$ cat src/ncab_regs.vh
// Register offsets, fields and timing constants of the address and flash bank
`ifndef NCAB_REGS_VH
`define NCAB_REGS_VH
`define NCAB_OFF_TXDP     8'h94
`define NCAB_OFF_RXDP     8'h98
`define NCAB_OFF_TXBT     8'h9C
`define NCAB_OFF_FLASH    8'hA0
`define NCAB_OFF_STA_LO   8'hA4
`define NCAB_OFF_STA_HI   8'hA8
`define NCAB_OFF_HASH_LO  8'hAC
`define NCAB_OFF_HASH_HI  8'hB0
`define NCAB_OFF_IRQ_STS  8'hC0
`define NCAB_OFF_IRQ_MSK  8'hC4
`define NCAB_FL_A16SEL    31
`define NCAB_FL_REN       27
`define NCAB_FL_WEN       26
`define NCAB_FLASH_RST    32'h80000000
`define NCAB_UNIT_100_NS  2560
`define NCAB_UNIT_10_NS   25600
`define NCAB_CLK_NS       5
`define NCAB_UNIT_100_CYC (`NCAB_UNIT_100_NS / `NCAB_CLK_NS)
`define NCAB_UNIT_10_CYC  (`NCAB_UNIT_10_NS / `NCAB_CLK_NS)
`define NCAB_FLASH_NS     100
`define NCAB_FLASH_CYC    (`NCAB_FLASH_NS / `NCAB_CLK_NS)
`define NCAB_IRQ_TXDONE   0
`define NCAB_IRQ_TXDEF    1
`define NCAB_IRQ_FLASH    2
`endif

$ cat src/ncab_bank.v
// Address, hash and boot flash register bank with APB slave
// Contract
// - Current transmit descriptor address is a 32-bit read-only register.
// - Current receive descriptor address is a 32-bit read-only register.
// - Raise transmit-complete after burst-count good transmits, repeating forever.
// - Timeout counter decrements in 2.56/25.6 us units while deferred enable set.
// - Timer expiry before next transmit start raises transmit-deferred interrupt.
// - A16 select drives shared pin as flash address bit 16 in four-LED mode.
// - Read enable self-clears once flash read byte is in data field.
// - Write enable self-clears once flash byte write completes.
// - Flash address in bits 25:8, data byte in bits 7:0.
// - Station address loads from EEPROM, no fixed reset value.
// - Station bytes 0-3 in low word, 4-5 in high word low half.
// - Station address always readable, writable only when receive stopped.
// - Hash registers reset zero, hold 64-entry table low then high.
// - Hash registers always readable, writable only when receive stopped.
// - CRC-32 of destination address, six low bits pick a hash entry.
// - CRC bit 5 picks high or low register, bits 4:0 the bit.
//
// The implementer's own choice: the APB register port.
`timescale 1ns/1ps
`default_nettype none
`include "ncab_regs.vh"
module ncab_bank #(
    parameter UNIT_100_CYC = `NCAB_UNIT_100_CYC,
    parameter UNIT_10_CYC  = `NCAB_UNIT_10_CYC,
    parameter FLASH_CYC    = `NCAB_FLASH_CYC
) (
    // Clock and reset
    input  wire        pclk,
    input  wire        presetn,
    // APB slave
    input  wire        psel,
    input  wire        penable,
    input  wire        pwrite,
    input  wire [7:0]  paddr,
    input  wire [31:0] pwdata,
    output reg  [31:0] prdata,
    output reg         pready,
    output reg         pslverr,
    // Engine state
    input  wire [31:0] tx_desc_ptr,
    input  wire [31:0] rx_desc_ptr,
    input  wire [2:0]  rx_state,
    input  wire        speed_100,
    input  wire        tx_good,
    input  wire        tx_start,
    input  wire        tx_deferred_irq_enable,
    input  wire        four_led_mode,
    input  wire        led_fdcol,
    // EEPROM load of station address
    input  wire        ee_load,
    input  wire [47:0] ee_station,
    // Receive filter
    input  wire        da_valid,
    input  wire [47:0] da_addr,
    output reg         hash_hit,
    // Boot flash port
    output reg  [17:0] flash_addr,
    output reg  [7:0]  flash_wdata,
    output reg         flash_data_oe,
    input  wire [7:0]  flash_rdata,
    output reg         flash_oe_n,
    output reg         flash_we_n,
    output reg         shared_pin,
    // Interrupt
    output reg         irq
);
    localparam ST_IDLE = 3'b001;
    localparam ST_RD   = 3'b010;
    localparam ST_WR   = 3'b100;

    reg [31:0] txdp_r, rxdp_r;
    reg [4:0]  burst_r;
    reg [11:0] tto_r, tmr_r;
    reg [15:0] unit_r;
    reg [4:0]  bcnt_r;
    reg        armed_r;
    reg        a16sel_r, ren_r, wen_r;
    reg [17:0] faddr_r;
    reg [7:0]  fdata_r;
    reg [2:0]  fst_r;
    reg [15:0] fcnt_r;
    reg [47:0] sta_r;
    reg [63:0] hash_r;
    reg [2:0]  ists_r, imsk_r;
    reg [2:0]  rxs_s1, rxs_s2;
    reg        gd_s1, gd_s2, st_s1, st_s2, en_s1, en_s2, sp_s1, sp_s2, fl_s1, fl_s2;
    reg [7:0]  rd_s1, rd_s2;
    reg [1:0]  tx_ev_r;
    reg        fl_ev_r;

    // Event strobes into status
    wire [2:0] ev = {fl_ev_r, tx_ev_r};

    wire acc    = psel & penable & pready;
    wire wr     = acc & pwrite;
    wire rx_off = (rxs_s2 == 3'b000);

    // Input synchronisers
    always @(posedge pclk or negedge presetn) begin
        if (!presetn) begin
            rxs_s1 <= 3'h0;
            rxs_s2 <= 3'h0;
            gd_s1  <= 1'b0;
            gd_s2  <= 1'b0;
            st_s1  <= 1'b0;
            st_s2  <= 1'b0;
            en_s1  <= 1'b0;
            en_s2  <= 1'b0;
            sp_s1  <= 1'b0;
            sp_s2  <= 1'b0;
            fl_s1  <= 1'b0;
            fl_s2  <= 1'b0;
            rd_s1  <= 8'h00;
            rd_s2  <= 8'h00;
        end else begin
            rxs_s1 <= rx_state;
            rxs_s2 <= rxs_s1;
            gd_s1  <= tx_good;
            gd_s2  <= gd_s1;
            st_s1  <= tx_start;
            st_s2  <= st_s1;
            en_s1  <= tx_deferred_irq_enable;
            en_s2  <= en_s1;
            sp_s1  <= speed_100;
            sp_s2  <= sp_s1;
            fl_s1  <= four_led_mode;
            fl_s2  <= fl_s1;
            rd_s1  <= flash_rdata;
            rd_s2  <= rd_s1;
        end
    end

    // Edge detect on synchronised pulses
    reg gd_d, st_d;
    always @(posedge pclk or negedge presetn) begin
        if (!presetn) begin
            gd_d <= 1'b0;
            st_d <= 1'b0;
        end else begin
            gd_d <= gd_s2;
            st_d <= st_s2;
        end
    end
    wire good_ev  = gd_s2 & ~gd_d;
    wire start_ev = st_s2 & ~st_d;

    always @(posedge pclk) begin
        txdp_r <= tx_desc_ptr;
        rxdp_r <= rx_desc_ptr;
    end

    // Transmit moderation
    always @(posedge pclk or negedge presetn) begin
        if (!presetn) begin
            burst_r <= 5'h00;
            tto_r   <= 12'h000;
            bcnt_r  <= 5'h00;
            tmr_r   <= 12'h000;
            unit_r  <= 16'h0000;
            armed_r <= 1'b0;
            tx_ev_r <= 2'b00;
        end else begin
            tx_ev_r <= 2'b00;
            if (wr && paddr == `NCAB_OFF_TXBT) begin
                burst_r <= pwdata[20:16];
                tto_r   <= pwdata[11:0];
            end
            if (good_ev && burst_r != 5'h00) begin
                if (bcnt_r + 5'h01 >= burst_r) begin
                    bcnt_r <= 5'h00;
                    tx_ev_r[0] <= 1'b1;
                end else begin
                    bcnt_r <= bcnt_r + 5'h01;
                end
            end
            if (start_ev || !en_s2) begin
                tmr_r   <= tto_r;
                unit_r  <= 16'h0000;
                armed_r <= (tto_r != 12'h000);
            end else if (armed_r) begin
                if (unit_r >= (sp_s2 ? UNIT_100_CYC[15:0] : UNIT_10_CYC[15:0]) - 16'h0001) begin
                    unit_r <= 16'h0000;
                    if (tmr_r <= 12'h001) begin
                        tmr_r   <= 12'h000;
                        armed_r <= 1'b0;
                        tx_ev_r[1] <= 1'b1;
                    end else begin
                        tmr_r <= tmr_r - 12'h001;
                    end
                end else begin
                    unit_r <= unit_r + 16'h0001;
                end
            end
        end
    end

    // Flash port engine
    always @(posedge pclk or negedge presetn) begin
        if (!presetn) begin
            a16sel_r      <= 1'b1;
            ren_r         <= 1'b0;
            wen_r         <= 1'b0;
            faddr_r       <= 18'h00000;
            fdata_r       <= 8'h00;
            fst_r         <= ST_IDLE;
            fcnt_r        <= 16'h0000;
            fl_ev_r       <= 1'b0;
            flash_addr    <= 18'h00000;
            flash_wdata   <= 8'h00;
            flash_data_oe <= 1'b0;
            flash_oe_n    <= 1'b1;
            flash_we_n    <= 1'b1;
            shared_pin    <= 1'b0;
        end else begin
            fl_ev_r <= 1'b0;
            shared_pin <= (fl_s2 && a16sel_r) ? faddr_r[16] : led_fdcol;
            case (fst_r)
                ST_IDLE: begin
                    if (wr && paddr == `NCAB_OFF_FLASH) begin
                        a16sel_r <= pwdata[`NCAB_FL_A16SEL];
                        faddr_r  <= pwdata[25:8];
                        fdata_r  <= pwdata[7:0];
                        ren_r    <= pwdata[`NCAB_FL_REN];
                        wen_r    <= pwdata[`NCAB_FL_WEN] & ~pwdata[`NCAB_FL_REN];
                        fcnt_r   <= 16'h0000;
                        flash_addr <= pwdata[25:8];
                        flash_wdata <= pwdata[7:0];
                        if (pwdata[`NCAB_FL_REN]) begin
                            fst_r <= ST_RD;
                            flash_oe_n <= 1'b0;
                        end else if (pwdata[`NCAB_FL_WEN]) begin
                            fst_r <= ST_WR;
                            flash_we_n <= 1'b0;
                            flash_data_oe <= 1'b1;
                        end
                    end
                end
                ST_RD: begin
                    fcnt_r <= fcnt_r + 16'h0001;
                    if (fcnt_r >= FLASH_CYC[15:0]) begin
                        fdata_r <= rd_s2;
                        ren_r <= 1'b0;
                        flash_oe_n <= 1'b1;
                        fl_ev_r <= 1'b1;
                        fst_r <= ST_IDLE;
                    end
                end
                ST_WR: begin
                    fcnt_r <= fcnt_r + 16'h0001;
                    if (fcnt_r >= FLASH_CYC[15:0]) begin
                        wen_r <= 1'b0;
                        flash_we_n <= 1'b1;
                        flash_data_oe <= 1'b0;
                        fl_ev_r <= 1'b1;
                        fst_r <= ST_IDLE;
                    end
                end
                default: fst_r <= ST_IDLE;
            endcase
        end
    end

    // Station address, loaded from EEPROM, no reset
    always @(posedge pclk) begin
        if (ee_load) begin
            sta_r <= ee_station;
        end else if (wr && rx_off) begin
            if (paddr == `NCAB_OFF_STA_LO)
                sta_r[31:0] <= pwdata;
            // High word keeps bytes 4 and 5
            if (paddr == `NCAB_OFF_STA_HI)
                sta_r[47:32] <= pwdata[15:0];
        end
    end

    // CRC-32 over destination address, first octet first
    function [31:0] crc48;
        input [47:0] d;
        integer i;
        reg [31:0] c;
        begin
            c = 32'hFFFFFFFF;
            for (i = 0; i < 48; i = i + 1)
                c = (c[0] ^ d[i]) ? ((c >> 1) ^ 32'hEDB88320) : (c >> 1);
            crc48 = c;
        end
    endfunction
    wire [31:0] crc = crc48(da_addr);

    // Hash table and lookup
    always @(posedge pclk or negedge presetn) begin
        if (!presetn) begin
            hash_r   <= 64'h0000000000000000;
            hash_hit <= 1'b0;
        end else begin
            if (wr && rx_off && paddr == `NCAB_OFF_HASH_LO)
                hash_r[31:0] <= pwdata;
            if (wr && rx_off && paddr == `NCAB_OFF_HASH_HI)
                hash_r[63:32] <= pwdata;
            // Bit 5 picks word, 4:0 picks bit
            hash_hit <= da_valid & hash_r[{crc[5], crc[4:0]}];
        end
    end

    // Interrupt status and mask
    always @(posedge pclk or negedge presetn) begin
        if (!presetn) begin
            ists_r <= 3'h0;
            imsk_r <= 3'h0;
            irq    <= 1'b0;
        end else begin
            if (wr && paddr == `NCAB_OFF_IRQ_MSK)
                imsk_r <= pwdata[2:0];
            // Set wins over clear
            ists_r <= (ists_r & ~((wr && paddr == `NCAB_OFF_IRQ_STS) ? pwdata[2:0] : 3'h0)) | ev;
            irq    <= |(ists_r & imsk_r);
        end
    end

    // APB read mux
    reg [31:0] rd_mux;
    reg        hit;
    always @* begin
        rd_mux = 32'h00000000;
        hit    = 1'b1;
        case (paddr)
            `NCAB_OFF_TXDP:    rd_mux = txdp_r;
            `NCAB_OFF_RXDP:    rd_mux = rxdp_r;
            `NCAB_OFF_TXBT:    rd_mux = {11'h000, burst_r, 4'h0, tto_r};
            `NCAB_OFF_FLASH:   rd_mux = {a16sel_r, 3'h0, ren_r, wen_r, faddr_r, fdata_r};
            `NCAB_OFF_STA_LO:  rd_mux = sta_r[31:0];
            `NCAB_OFF_STA_HI:  rd_mux = {16'h0000, sta_r[47:32]};
            `NCAB_OFF_HASH_LO: rd_mux = hash_r[31:0];
            `NCAB_OFF_HASH_HI: rd_mux = hash_r[63:32];
            `NCAB_OFF_IRQ_STS: rd_mux = {29'h00000000, ists_r};
            `NCAB_OFF_IRQ_MSK: rd_mux = {29'h00000000, imsk_r};
            default:           hit = 1'b0;
        endcase
    end

    // APB slave, one wait state
    always @(posedge pclk or negedge presetn) begin
        if (!presetn) begin
            pready  <= 1'b0;
            pslverr <= 1'b0;
            prdata  <= 32'h00000000;
        end else begin
            pready  <= psel & penable & ~pready;
            pslverr <= psel & penable & ~pready & ~hit;
            prdata  <= (psel & penable & ~pready & ~pwrite) ? rd_mux : 32'h00000000;
        end
    end
endmodule // ncab_bank
`default_nettype wire

$ cat config.mk
export PLATFORM = sky130hd
export DESIGN_NAME = ncab_bank
export DESIGN_NICKNAME = d
export VERILOG_FILES = /design/src/ncab_bank.v
export VERILOG_INCLUDE_DIRS = /design/src /design/src/src
export SDC_FILE = /design/constraint.sdc
export NUM_CORES = 1
export LEC_CHECK = 0
export BUFFER_PORTS_ARGS = -buffer_cell sky130_fd_sc_hd__buf_2
export CAP_MARGIN = 20
export CELL_PAD_IN_SITES_DETAIL_PLACEMENT = 1
export CELL_PAD_IN_SITES_GLOBAL_PLACEMENT = 2
export CORE_MARGIN = 5
export CORE_UTILIZATION = 41
export DETAILED_ROUTE_END_ITERATION = 12
export GPL_TIMING_DRIVEN = 0
export MAX_ROUTING_LAYER = met4
export PLACE_DENSITY_LB_ADDON = 0.15
export SYNTH_ARGS = -nofsm -noshare
export SYNTH_HDL_FRONTEND = slang
export SYNTH_SLANG_ARGS = --single-unit
export TNS_END_PERCENT = 5
$ cat constraint.sdc
create_clock -name pclk -period 4.1 [get_ports pclk]
set_input_delay 0.205 -clock pclk [delete_from_list [all_inputs] [get_ports pclk]]
set_output_delay 0.205 -clock pclk [all_outputs]
set_load 0.02 [all_outputs]
==> qor.csv <==
metric;value;unit
required;4550;ps
syn2layout_area_growth;32.74;%
finalHoldWorstSlack;39.81;ps
root_buffer;clkbuf_16;
synth_edf_count;48;
period_share;98.20;%
routed_via_density;5.405;
critPathArrivalTime;4480;ps
cts_buffers;42;
synth-warning-count;0;
hp-class;in -> reg;
clock.fmax;0.2484;GHz
cpPeakStageDelay;510;ps
status;complete, no violations;
path_clk_slew;60;ps
cp_max_fo;7;
slew_viol_final;0;
die_w;218.2;um
synthArstFlopShare;69.40;%
drc;0;
clock_latency;570;ps
synth_nets;1720;
path_cells;buf_6 > xor3_2 > xor2_4 > xnor3_1 > xor2_2 > xnor2_1 > xnor3_2 > xnor3_2 > xnor3_2 > buf_8 > mux4_2 > a211o_1 > a21oi_1 > o32ai_1;
std_cell_rows;76;
grt_max_degree;97;
io_pins;290;
grt_pass1_vias;15420;
finalSetupViolCount;0;
cp_common_cell;xnor3_2;
timing.final.crit_period;4026;ps
synthFlopType;dfrtp_1;
wl_per_cell;25.05;um
core;42980;sq um
portBuffers;277;
cts_tree;yes;
drt-pass1-iter-count;5;
ys_seq_area_share;51.11;%
yosysTopAreaCellShare;35.20;%
drt_iter0_markers;1092;
ctsHtreeMaxLevel;2;
synth_cells;1483;
grt_pass1_wl;97680;um
hold_violations;0;
cp_top_family;XOR/XNOR gates;
track_usage;27.88;%
postRouteAntennaNets;0;
clock_path_buffers;3;
antenna_found_initial;4;
synthTopCellsByArea;dfrtp_1, edfxtp_1, dfxtp_1;
initial_core_util;41.35;%
drv_cap;0;
overflow;0;
dp_hpwl;46120;um
cts_sinks;366;
synth_area;17770;sq um
ys_ff_latch;366;
critPathBufInv;2;
place_ws;-978.7;ps
worst-setup-path-type;in -> reg;
die_height;218.2;um
drive_gt1_share;27.76;%
finalWirelength;65510;um
critical-path-slowest-cell;mux4_2;
endpoint_kind;flop;
yosysUniqueCellTypes;71;
worst_pin_slew;1091;ps
worst_slack;73.90;ps
final_nets;2231;
startpoint_type;input port;
final_core_util;54.89;%
finClkSkew;17.41;ps
postSynthAreaPerCell;11.98;sq um
slew_headroom;27.28;%
synth_top_cell_by_area;dfrtp_1;
vias;14130;
die-area;47610;sq um
gp_congestion;0.9154;
-- final timing paths --
path,startpoint,endpoint,slack (ps),depth (start not counted)
max,da_addr[4],hash_hit,70,14
min,pwdata[26],fst_r[0],40,4
max reg2reg,pready,hash_r[49],1160,6
min reg2reg,rd_s1[4],rd_s2[4],340,0
max in group asynchronous,presetn,a16sel_r,2800,3
min in group asynchronous,presetn,en_s1,290,2
-- state kept, by name, indices dropped and copies added, names as in the netlist, 8 cells and up --
name and flops:
rd_s2 8, flash_wdata 8, unit_r 16, prdata 32
tto_r 12, sta_r 48, tmr_r 12, rd_s1 8
faddr_r 18, hash_r 64, fdata_r 8, fcnt_r 16
txdp_r 32, rxdp_r 32
-- worst min-delay path, stage by stage --
cell,delay [ps]
buf_2,200
nor2_1,60
nor2_1,90
a21oi_1,50
-- routing by layer --
| layer | share of wire, % | track usage, % | vias to the layer above | wire (um) |
|---|---|---|---|---|
| met1 | 43 | 37.20 | 7255 | 28450 |
| met5 | 0 | - | - | 0 |
| met4 | 3.1 | 8.227 | 0 | 1998 |
| li1 | - | - | 6327 | - |
| met2 | 49 | 44.96 | 440 | 31860 |
| met3 | 4.9 | 3.726 | 112 | 3193 |
-- per-stage QoR --
step	cell area, sq um	TNS [ps]	instances
global route	23590	-106.7	2615
finish	23590	0	2615
CTS	23190	0	2592
floorplan	17830	-18.11	1483
global placement	19940	-530450	2345
detailed placement	20040	-978.7	2348
-- area by class of cell --
| class | count | area, sq um |
|---|---|---|
| diodes | 2 | 5.005 |
| plain buffers | 81 | 379.1 |
| clock buffers | 61 | 1275 |
| clock inverters | 17 | 161.4 |
| fillers | 4534 | 19390 |
| inverters | 21 | 78.83 |
| multi-input cells | 1015 | 8583 |
| flip-flops and latches | 366 | 9084 |
| well taps | 585 | 732.0 |
| repair buffers | 467 | 3293 |
-- logic make-up after synthesis --
group | Yosys count | share of synthesized area (%)
multiplexers | 138 | 9.039
AND/OR/NAND/NOR | 378 | 9.616
AO/OA/AOI/OAI | 253 | 9.997
XOR/XNOR | 233 | 16.87
adder cells (fa/ha/maj) | 13 | 0.9152
flip-flops | 366 | 51.11
buffers and inverters | 102 | 2.457
-- placed cells by master (no fill, tap or decap), types with 23 or more instances in the layout --
cell / count
a22oi_1: 78
a31oi_1: 36
buf_2: 278
buf_4: 29
clkbuf_1: 68
clkbuf_16: 44
dfrtp_1: 250
dfxtp_1: 64
dlygate4sd3_1: 164
edfxtp_1: 48
mux2_2: 104
mux2i_1: 23
nand2_1: 198
nand2b_1: 23
nor2_1: 65
o21ai_0: 45
xnor2_1: 82
xnor3_1: 37
xor2_1: 54
-- cells in the mapped netlist (3+ instances only) --
cell	instances
xor3_1	7
xnor2_1	103
edfxtp_1	48
mux2i_1	27
xnor2_4	4
buf_1	4
and4_1	5
dfrtp_1	250
nor3b_1	4
a222oi_1	13
nor2b_1	9
nor3_1	12
dfxtp_1	64
buf_4	7
mux4_2	5
nand3_1	19
and3_1	10
a22o_1	14
xnor2_2	6
nand4_1	6
nor4_1	10
a32oi_1	5
o2111ai_1	3
a221oi_1	14
o31ai_1	3
a31oi_1	36
nor2_1	65
and2_1	4
ha_1	13
nand2b_1	23
a21o_1	6
mux2_2	104
a21oi_1	18
xnor3_1	44
nand2_1	198
xnor3_2	4
o21ai_0	45
a22oi_1	78
clkbuf_1	63
buf_2	4
inv_1	21
xor2_1	60
buf_6	3
dfstp_2	4
-- timing repair --
action | 4_1_cts | 5_1_grt
endpoints found under the hold margin | 312 | 0
pin swaps | 1 | 15
endpoints found under the setup margin | 1 | 1
resized for setup | 10 | 40
hold buffers | 164 | 0
buffers inserted | 2 | 21
Power is not shown: default switching activity piles up to over one toggle a cycle in this logic, so the estimate is an artifact.
